[src/pkg/pll_status_holdover_pkg.sv]
// Purpose: shared constants and carriers for the loop control and readback bank
// Assumes: byte-wide control port with printed register addresses
// Notes: only the bits owned by this bank are stored; other bits read zero
package pll_status_holdover_pkg;

    // register addresses as printed
    localparam logic [9:0] ADDR_HOLDOVER_CTRL = 10'h01D;
    localparam logic [9:0] ADDR_ZERO_DELAY = 10'h01E;
    localparam logic [9:0] ADDR_READBACK = 10'h01F;

    // field positions in the holdover control register
    localparam int BIT_HOLDOVER_EN = 0;
    localparam int BIT_EXT_HOLDOVER = 1;
    localparam int BIT_STATUS_DISABLE = 4;

    // field position in the zero delay register
    localparam int BIT_ZERO_DELAY = 1;

    // reset values
    localparam logic RST_HOLDOVER_EN = 1'h0;
    localparam logic RST_EXT_HOLDOVER = 1'h0;
    localparam logic RST_STATUS_DISABLE = 1'h0;
    localparam logic RST_ZERO_DELAY = 1'h0;
    localparam logic [7:0] RST_RDATA = 8'h00;
    localparam logic [7:0] UNMAPPED_RDATA = 8'h00;

    // readback layout, bit 5 down to bit 0
    typedef struct packed {
        logic holdover_active;
        logic secondary_selected;
        logic clk_above;
        logic secondary_above;
        logic primary_above;
        logic digital_lock;
    } pll_status_t;

    localparam pll_status_t RST_STATUS = '0;

    // one access from the serial control port
    typedef struct packed {
        logic [9:0] addr;
        logic [7:0] wdata;
        logic we;
        logic re;
    } reg_req_t;

endpackage

[src/verilog/status_snapshot.sv]
// Purpose: holds the readback status word presented to software
// Assumes: monitor inputs are synchronous to sys_clk
// Notes: has no write path at all, so software cannot disturb it
module status_snapshot (
    input wire logic sys_clk,
    input wire logic sys_rst,
    input wire logic refresh_en,
    input pll_status_holdover_pkg::pll_status_t sample_in,
    output pll_status_holdover_pkg::pll_status_t status_q
);
    import pll_status_holdover_pkg::*;

    // sample every cycle while refresh is on, freeze otherwise
    always_ff @(posedge sys_clk) begin
        if (sys_rst) begin
            status_q <= RST_STATUS;
        end else if (refresh_en) begin
            status_q <= sample_in;
        end
    end

endmodule // status_snapshot

[src/verilog/pll_status_holdover_regs.sv]
// Purpose: loop holdover and zero delay controls plus the loop readback register
// Assumes: requests arrive one per cycle from the serial control port, synchronous
// Notes: read data appear one cycle after the read strobe with reg_rvalid
//
// Operation
// - holdover enable bit turns on holdover
// - zero delay bit one enables zero delay
// - status bit five shows holdover state itself
// - status bit four shows selected reference
// - status bit three shows clock above threshold
// - status bit two shows secondary above threshold
// - status bit one shows primary above threshold
// - status bit zero shows digital lock
// - status disable bit freezes readback updates
// - external holdover bit hands entry to pin
module pll_status_holdover_regs (
    input wire logic sys_clk,
    input wire logic sys_rst,
    input pll_status_holdover_pkg::reg_req_t reg_req,
    output logic [7:0] reg_rdata,
    output logic reg_rvalid,
    input pll_status_holdover_pkg::pll_status_t monitor_status,
    input wire logic hold_pin,
    input wire logic auto_holdover_request,
    output logic holdover_enable,
    output logic external_holdover_enable,
    output logic zero_delay_enable,
    output logic holdover_entry_request
);
    import pll_status_holdover_pkg::*;

    logic status_disable;
    logic hit_holdover_ctrl;
    logic hit_zero_delay;
    logic hit_readback;
    logic [7:0] next_rdata;
    pll_status_t status_q;

    // address decode, shared by reads and writes
    assign hit_holdover_ctrl = (reg_req.addr == ADDR_HOLDOVER_CTRL);
    assign hit_zero_delay = (reg_req.addr == ADDR_ZERO_DELAY);
    assign hit_readback = (reg_req.addr == ADDR_READBACK);

    // holdover control register: enable, external mode, status disable
    always_ff @(posedge sys_clk) begin
        if (sys_rst) begin
            holdover_enable <= RST_HOLDOVER_EN;
            external_holdover_enable <= RST_EXT_HOLDOVER;
            status_disable <= RST_STATUS_DISABLE;
        end else if (reg_req.we && hit_holdover_ctrl) begin
            holdover_enable <= reg_req.wdata[BIT_HOLDOVER_EN];
            external_holdover_enable <= reg_req.wdata[BIT_EXT_HOLDOVER];
            status_disable <= reg_req.wdata[BIT_STATUS_DISABLE];
        end
    end

    // zero delay register, only bit one is live
    always_ff @(posedge sys_clk) begin
        if (sys_rst) begin
            zero_delay_enable <= RST_ZERO_DELAY;
        end else if (reg_req.we && hit_zero_delay) begin
            zero_delay_enable <= reg_req.wdata[BIT_ZERO_DELAY];
        end
    end

    // holdover entry source: pin in external mode, automatic circuit otherwise
    // registered so the output is glitch free, costs one cycle of latency
    always_ff @(posedge sys_clk) begin
        if (sys_rst) begin
            holdover_entry_request <= 1'h0;
        end else if (external_holdover_enable) begin
            holdover_entry_request <= hold_pin;
        end else begin
            holdover_entry_request <= auto_holdover_request;
        end
    end

    // readback word; no write path reaches it
    status_snapshot u_status (
        .sys_clk(sys_clk),
        .sys_rst(sys_rst),
        .refresh_en(!status_disable),
        .sample_in(monitor_status),
        .status_q(status_q)
    );

    // read mux; unmapped addresses answer zero, unused bits read zero
    always_comb begin
        next_rdata = UNMAPPED_RDATA;
        if (hit_holdover_ctrl) begin
            next_rdata[BIT_HOLDOVER_EN] = holdover_enable;
            next_rdata[BIT_EXT_HOLDOVER] = external_holdover_enable;
            next_rdata[BIT_STATUS_DISABLE] = status_disable;
        end else if (hit_zero_delay) begin
            next_rdata[BIT_ZERO_DELAY] = zero_delay_enable;
        end else if (hit_readback) begin
            next_rdata = {2'h0, status_q};
        end
    end

    // read data register, held until the next read
    always_ff @(posedge sys_clk) begin
        if (sys_rst) begin
            reg_rdata <= RST_RDATA;
        end else if (reg_req.re) begin
            reg_rdata <= next_rdata;
        end
    end

    // read valid is the read strobe delayed by one cycle
    always_ff @(posedge sys_clk) begin
        if (sys_rst) begin
            reg_rvalid <= 1'h0;
        end else begin
            reg_rvalid <= reg_req.re;
        end
    end
endmodule // pll_status_holdover_regs

[config.mk]
export PLATFORM = sky130hd
export DESIGN_NAME = pll_status_holdover_regs
export DESIGN_NICKNAME = d
export VERILOG_FILES = /design/src/pkg/pll_status_holdover_pkg.sv /design/src/verilog/status_snapshot.sv /design/src/verilog/pll_status_holdover_regs.sv
export SDC_FILE = /design/constraint.sdc
export NUM_CORES = 1
export LEC_CHECK = 0
export BUFFER_PORTS_ARGS = -buffer_cell sky130_fd_sc_hd__buf_2
export CAP_MARGIN = 20
export CORE_MARGIN = 4
export CORE_UTILIZATION = 41
export CTS_CLUSTER_DIAMETER = 60
export DETAILED_ROUTE_END_ITERATION = 8
export HOLD_SLACK_MARGIN = 0.06
export PLACE_DENSITY = 0.72
export SLEW_MARGIN = 15
export SYNTH_ARGS = -nofsm -noshare
export SYNTH_HDL_FRONTEND = slang
export SYNTH_SLANG_ARGS = --single-unit
[constraint.sdc]
create_clock -name sys_clk -period 2.5 [get_ports sys_clk]
set_input_delay 0.125 -clock sys_clk [delete_from_list [all_inputs] [get_ports sys_clk]]
set_output_delay 0.125 -clock sys_clk [all_outputs]
set_load 0.01 [all_outputs]
Word-level counts from Yosys, hierarchy flattened

Index checks and enable logic that the tools add are counted.

$add $sub $neg: 0
Multiply operators: 0
Div/mod/pow operators: 0
Order comparisons: 0
Equality and inequality tests: 3
Shift operators: 0
Muxes and demuxes: 9
Bitwise gates (word level): 0
Reduce and logical (&&, ||, !) cells: 2

Operator list:

| operator                                       | count |
|---|---|
| == test 10 x 5 -> 1 bit, second input constant | 3 |
| two-way mux 6 bit                              | 1 |
| two-way mux 1 bit                              | 4 |
| two-way mux 2 bit                              | 2 |
| two-way mux 4 bit                              | 1 |
| two-way mux 3 bit                              | 1 |
| logical AND 1 bit                              | 2 |

Register bits after elaboration: 20
Latch bits: 0
Bits in writable memories: 0
ROM bits: 0
Input port bits: 30
Output and inout bits: 13
Memories: 0

Depth between registers and ports, before layout

Gate-level depths: netlist of the first run.

Word-level depth: 4
Depth in mapped cells: 4
Depth with buffers taken out: 3

Hierarchy

From an unflattened synthesis of the first run, not the netlist that was laid out.

Cell total of the unflattened synthesis: 82
Area, all modules: 813.3 sq um

By module, submodules not included:

| module                   | instances | cells an instance | area each (sq um) | seq. area each (sq um) |
|---|---|---|---|---|
| pll_status_holdover_regs | 1         | 63                | 599.3             | 240.2 |
| status_snapshot          | 1         | 19                | 214.0             | 120.1 |

Worst setup path after synthesis of the first run

OpenSTA, ideal clock, no wires.

Path kind: input to register
Start point: in reg_req[15] (netlist bit)
End point: reg reg_rdata[2]
Library setup time: 0.059 ns
Arrival: 1.120 ns
Slack: 1.321 ns
Stages on the path: 3
Buffers on the path: 0
Cell sequence: or4b_4 -> nor4_4 -> a22o_1

Cells in the longest elaborated chain, start to end: 4
Elaborated cells between the ends (all ways): 6

Ends and longest elaborated chain:

| element                 | line                            | RTL |
|---|---|---|
| start, declared         | pll_status_holdover_regs.sv:19  | `input pll_status_holdover_pkg::reg_req_t reg_req,` |
| == test 10 x 5 -> 1 bit | pll_status_holdover_regs.sv:42  | `assign hit_readback = (reg_req.addr == ADDR_READBACK);` |
| two-way mux 6 bit       | pll_status_holdover_regs.sv:96  | `end else if (hit_readback) begin` |
| two-way mux 4 bit       | pll_status_holdover_regs.sv:94  | `end else if (hit_zero_delay) begin` |
| two-way mux 2 bit *     | pll_status_holdover_regs.sv:90  | `if (hit_holdover_ctrl) begin` |
| end signal, assigned    | pll_status_holdover_regs.sv:106 | `reg_rdata <= next_rdata;` |
| end, declared           | pll_status_holdover_regs.sv:20  | `output logic [7:0] reg_rdata,` |

Every way passes the cells marked *; elsewhere a longest branch is shown, timed or not.
A chain may end at the register's enable or synchronous reset.

Worst setup path after layout of the first run

Start point: reg status_disable
End point: reg reg_rdata[4]

Cells in the longest elaborated chain, start to end: 1

Ends and longest elaborated chain:

| element                | line                           | RTL |
|---|---|---|
| start, declared        | pll_status_holdover_regs.sv:32 | `logic status_disable;` |
| start signal, assigned | pll_status_holdover_regs.sv:53 | `status_disable <= reg_req.wdata[BIT_STATUS_DISABLE];` |
| two-way mux 1 bit      | pll_status_holdover_regs.sv:90 |  |

No other way between the ends.

==> summary.txt, run 1 <==
Status
  – Status: completed

Layout
  – Fillers: 199
  – Multi-input logic area: 429.2 sq um
  – Area grow syn2layout: 26.80%
  – Final #Nets: 148
  – Layout cells sized above 1: about two fifths
  – Ant. Diodes: 0
  – Reg area: between 300 and 400 sq um

Detailed routing
  – # DRC: 0
  – Metal3 WL: approximately 150 microns
  – WL met2: 867 microns
  – Drt first-iter violations: 7
  – First-pass iteration count of the detailed router: 4
  – DRT Wirelength: 1859 microns
  – Via density: 5.063
  – Uppermost routed layer: met4
  – ANT nets after route: 0
  – Via Count: 729
  – DR WL/cell: 12.91 microns
  – Wire length on met1: 833 microns

Yosys
  – Synth top area cells: dfxtp_1, mux2i_1, nand4_1
  – Yosys top cell area share: 43.11%
  – Mapped Cells: 82
  – Post-Syn Area per Cell: 10.19 sq um
  – Synth warn: 0
  – Synth Register Bits: 18
  – Post-synthesis sequential area ratio: 43.11%
  – Distinct cells, synth: 29
  – Cell area after synthesis: 835.8 sq um
  – Yosys top cell by area: dfxtp_1

CTS
  – Clock Tree Buf Depth: 2
  – Sinks on the clock net: 18
  – Postcts setup bufs: 0
  – Clock latency on the worst-skew pair: 0.28 ns
  – H-tree levels: 1
  – TritonCTS Buffers: 3
  – Cts repair resizes: 0
  – Cts hold-fix bufs: 1
  – Worst-path clk slew: 0.10 ns
  – CTS tree: done
  – Root buffer cell: clkbuf_4

Die
  – CORE AREA: ~1900 sq um
  – Die Width: 53.15 microns
  – I/O pin cnt: 43
  – Die Footprint: 2825 sq um
  – Rows: 16
  – Starting Density: 43.04%
  – Die height: 53.15 microns

GRT
  – Largest net degree at the start of global routing: 18
  – First-pass GRT wire length: 3167 microns
  – Vias in the first global route: 682
  – GRT overflow: 0
  – GRT Resource Usage Total: 15.01%
  – Initial antenna violation count: 0

Power and ir drop
  – Power Dens Cells: approximately 500 nW/um^2
  – Pleak: 0.4718 nW
  – VDD IR max: 400.3 uV

Flow run
  – Max_cap viols: 0

Timing
  – Final Max Slew Viols: 0
  – Worst Tran Pin Value: 0.7450 ns
  – Final worst path period need: 1.144 ns
  – Fin. Hold Viols: 0
  – Max Fclk: 874.1 MHz
  – Slew HR: 50.20%
  – Layout Skew: 0.003765 ns
  – Setup ws final: 1.356 ns
  – RSZ-0062 raised after global routing: no
  – Tcrit/Tclk final: between 40% and 50%
  – Final sum of negative setup slack: 0 ns
  – Final setup fails: 0

Placement
  – DP Wirelength: 1363 microns
  – Port-buffer cells: 35
  – Final weighted congestion in routability-driven placement: 0.8453
  – Place WS: 1.120 ns

Setup path
  – Worst setup EP type: flop
  – Worst EP required: 2.72 ns
  – CP Max Fanout: 8
  – Arrival time worst endpoint: ~1.4 ns
  – CP Launch Type: flop
  – Crit Path Class: reg2reg

Worst hold path
  – Worst Hold Class: in2reg
## per-layer routing
metal  up-vias  global-route usage (%)
met5         -                       0
met4         0                   2.553
met3         2                   3.380
met2        23                   23.35
met1       336                   21.27
li1        368                       -
## cell families (layout without fill, tap and decap cells)
kind of cell | Yosys count | in the layout | synth area share, %
compound gates | 14 | 14 | 11.68
buf+inv | 9 | 43 | 5.987
flops | 18 | 18 | 43.11
mux | 11 | 11 | 13.47
other cells | 1 | 2 | 0.4487
simple gates | 29 | 29 | 25.30
## report_power, final
group           total, W  switching, W  leakage [nW]  internal (W)
sequential      0.000297    0.00000309         0.147      0.000294
combinational  0.0000572     0.0000290         0.304     0.0000283
clock           0.000176     0.0000873        0.0210     0.0000885
## worst paths after layout
path	startpoint	to	slack, ns	cells after the start
worst max-delay path	status_disable$_SDFFE_PP0P_	reg_rdata[4]$_SDFFE_PP0P_	1.36	3
worst min-delay path	monitor_status[0]	u_status.status_q[0]$_SDFFE_PP0N_	0.07	3
worst max register to register	status_disable$_SDFFE_PP0P_	reg_rdata[4]$_SDFFE_PP0P_	1.36	3
worst min register to register	reg_rdata[0]$_SDFFE_PP0P_	reg_rdata[0]$_SDFFE_PP0P_	0.48	2
## critical path, cell delays in order (launching register included)
cell     delay [ns]
dfxtp_1        0.58
mux2_2         0.24
nand4_1        0.09
a21oi_1        0.17
## flip-flops by register name (all words and copies together) (netlist names)
| name | cells |
|---|---|
| reg_rdata | 6 |
| status_disable | 1 |
| u_status.status_q | 6 |
| holdover_enable | 1 |
| external_holdover_enable | 1 |
| holdover_entry_request | 1 |
| reg_rvalid | 1 |
| zero_delay_enable | 1 |
## layout make-up
type | instances | share of cell area [%]
Clock buffer | 4 | 3.424
Inverter | 2 | 0.7084
Multi-Input combinational cell | 56 | 40.50
Sequential cell | 18 | 34.00
Tap cell | 27 | 3.188
Timing Repair Buffer | 37 | 18.18
## Yosys cell counts
cell type  number
or4b_4          1
and3b_1         2
dfxtp_1        18
buf_1           1
conb_1          1
buf_4           2
a21oi_1         6
o31ai_1         3
nor2b_1         1
a22o_1          3
clkbuf_1        2
mux2i_1         9
nor2_1          8
or4bb_4         1
a41o_1          1
nor4b_2         1
and2_1          1
nand3b_1        2
inv_1           2
a31o_2          1
buf_6           1
nand2_1         1
clkbuf_2        1
nor3b_1         1
nand2b_1        2
mux2_2          2
nand4_1         6
nor4bb_1        1
nor4_4          1
## stage by stage
step	util, %	hold WS, ns	cells	cell area (sq um)	total power [W]
3_5_place_dp	52.19	0.3636	139	1013	0.0003592
3_3_place_gp	52.19	0.3538	139	1013	0.0003575
6_report	54.57	0.06902	144	1060	0.0005297
4_1_cts	54.57	0.06455	144	1060	0.0005364
5_1_grt	54.57	0.07120	144	1060	0.0005629
2_1_floorplan	-	0.2689	83	839.6	0.0003341
## cells in the final DEF (no fill, tap or decap), types with 3 or more instances in the layout
master,instances
buf_2,35
dfxtp_1,18
mux2i_1,9
nor2_1,8
nand4_1,6
a21oi_1,6
a22o_1,3
o31ai_1,3
clkbuf_4,3
No activity file was read; power rests on OpenSTA's default activity.
==> inputs of run 2 (changes only) <==
Settings changed: CORE_UTILIZATION 41 to 39.
Clock period 2.5 ns to 1.05 ns, I/O delays scaled along.
==> summary.txt, run 2 (synthesis results as in run 1) <==
Setup path
  – Critical Path Max Stage Delay: 0.58 ns (about the same)
  – CP max-delay cell: or4b_4
  – CP Max Fanout: 4 (-4)
  – Reg-to-reg slack, setup: 0.09 ns (-1.27 ns)
  – Worst Setup EP: reg_rdata[2]$_SDFFE_PP0P_
  – RR Endpoint: u_status.status_q[3]$_SDFFE_PP0N_
  – Crit path buffers/inverters: 1 (+1)
  – CP Launch Type: input port
  – Crit Path Class: in2reg
  – Arrival time worst endpoint: 1.23 ns (-0.13 ns)
  – Stages on worst setup path: 4 (+1)
  – Worst EP required: 1.29 ns (-1.43 ns)
  – Start point of the critical path: reg_req[15]
  – Reg2reg path depth: 3 (unchanged)
  – Delay-heaviest family, CP: simple AND/OR/NAND/NOR gates
  – FF-to-FF Start: status_disable$_SDFFE_PP0P_
  – Worst setup EP type: flop
  – Cells along the critical path: buf_2 -> or4b_4 -> nor4_4 -> a22o_1

CTS
  – H-tree levels: 1 (unchanged)
  – TritonCTS Buffers: 3 (unchanged)
  – Clock latency on the worst-skew pair: 0.29 ns (about the same)
  – Root buffer cell: clkbuf_4
  – Worst-path clk slew: 0.10 ns (about the same)
  – Sinks on the clock net: 18 (unchanged)
  – CTS tree: done
  – Clock Tree Buf Depth: 2 (unchanged)
  – Postcts setup bufs: 0 (unchanged)

Die
  – Die height: 54.30 microns (+2.2%)
  – I/O pin cnt: 43 (unchanged)
  – Rows: 16 (unchanged)
  – Die Width: 54.30 microns (+2.2%)
  – Die Footprint: 2948 sq um (+4.4%)
  – Starting Density: 41.75% (-1.3 points)
  – CORE AREA: 2002 sq um (+3.1%)

Power and ir drop
  – Switching Power: 0.0002990 W (+150%)
  – Clock power frac: 32.3% (-0.9 points)
  – Power Dens Cells: 1076 nW/um^2 (+120%)
  – VDD IR max: 767.7 uV (+92%)
  – Flop pwr share: 53.9% (-2.1 points)
  – Power Internal: 0.001013 W (+150%)
  – Sw Share: 22.80% (+0.26 points)
  – Combinational power share: 13.8% (+3.0 points)
  – Pleak: 0.5483 nW (+16%)

Detailed routing
  – DR WL/cell: 13.19 microns (+2.2%)
  – Via Count: 813 (+12%)
  – Via density: 5.050 (-0.25%)
  – DRT Wirelength: 2124 microns (+14%)
  – First-pass iteration count of the detailed router: 4 (unchanged)
  – Drt first-iter violations: 8 (+1)
  – ANT nets after route: 0 (unchanged)
  – # DRC: 0 (unchanged)

Timing
  – Layout Skew: 0.003017 ns (-0.0007473 ns)
  – Setup ws final: 0.05752 ns (-1.298 ns)
  – Final worst path period need: 0.9925 ns
  – Final setup fails: 0 (unchanged)
  – Fin. Hold Viols: 0 (unchanged)
  – Tcrit/Tclk final: 94.52%
  – Final Max Slew Viols: 0 (unchanged)
  – RSZ-0062 raised after global routing: no
  – Max Fclk: between 1000 and 1500 MHz
  – Min Hold Slack: 0.07589 ns (+0.006871 ns)

GRT
  – First-pass GRT wire length: 3374 microns (+6.5%)
  – GRT Resource Usage Total: 16.22% (+1.2 points)
  – Largest net degree at the start of global routing: 11 (-7)
  – GRT overflow: 0 (unchanged)
  – Vias in the first global route: 764 (+12%)
  – Initial antenna violation count: 0 (unchanged)

Placement
  – Place WS: -0.2390 ns (-1.359 ns)
  – Port-buffer cells: 35 (unchanged)
  – Placed cells: 144 (+3.6%)
  – Area of placed instances: 1051 sq um (+3.7%)
  – Final weighted congestion in routability-driven placement: 0.7201 (-15%)
  – DP Wirelength: 1518 microns (+11%)

Layout
  – Final #Nets: 165 (+11%)
  – Ant. Diodes: 0 (unchanged)
  – Area grow syn2layout: 45.81%
  – Commonest non-fill, non-tap cell in the layout: buf_2
  – Finished Layout Cells: 161 (+12%)
  – Leading cell types in the layout, fill and taps excluded: buf_2, dfxtp_1, dlygate4sd3_1, mux2i_1, nor2_1
  – Fillers: 184 (-7.5%)
  – Layout cells sized above 1: 39.55% (-0.62 points)
  – Regs by FF count: reg_rdata x6, u_status.status_q x6
  – Finished Cell Area: 1219 sq um (+15%)

Worst hold path
  – Worst Hold Class: in2reg

Status
  – Status: completed

Flow run
  – Max_cap viols: 0 (unchanged)
==> run 2: layout make-up <==
cell class                 instances  area [sq um]  area share [%]
inverter                           2         7.507          0.6160
clock buffer                       4         36.28           2.977
sequential                        18         361.6           29.67
multi-input combinational         56         429.2           35.22
tap                               27         33.78           2.772
timing repair buffer              54         350.3           28.75
==> run 2: per-stage QoR <==
stage                     util, %  power [W]  setup TNS (ns)
after global placement      52.50  0.0008592          -1.086
final                       60.88   0.001312               0
after detailed placement    52.50  0.0008636          -1.242
after global routing        60.88   0.001387               0
after floorplan                 -  0.0007957         -0.1745
after CTS                   60.81   0.001311               0
==> run 2: power groups by stage <==
stage	clock (W)	combinational, W	sequential, W
finish	0.000424	0.000181	0.000706
global route	0.000479	0.000199	0.000709
CTS	0.000425	0.000180	0.000706
detailed placement	0	0.000141	0.000722
global placement	0	0.000138	0.000721
floorplan	0	0.0000735	0.000722
==> run 2: worst min-delay path by stage <==
stage	start	to	slack, ns	depth (start not counted)
floorplan	auto_holdover_request	holdover_entry_request$_SDFF_PP0_	0.20	2
global placement	monitor_status[3]	u_status.status_q[3]$_SDFFE_PP0N_	0.28	3
detailed placement	auto_holdover_request	holdover_entry_request$_SDFF_PP0_	0.30	3
CTS	reg_req[0]	reg_rvalid$_SDFF_PP0_	0.08	2
global route	reg_req[0]	reg_rvalid$_SDFF_PP0_	0.07	2
finish	reg_req[0]	reg_rvalid$_SDFF_PP0_	0.08	2
==> run 2: what timing repair did <==
item / in CTS / in global routing
hold endpoints to repair: 13 / 0
setup endpoints to repair: 0 / 3
gates resized for setup: 0 / 1
hold buffers: 13 / 0
==> run 2: per-layer routing <==
metal,share of wire (%),up-vias,track usage [%]
met5,0,-,0
met4,1.4,0,6.224
met3,8.7,4,3.542
met2,47,35,26.89
met1,43,368,20.37
li1,-,406,-
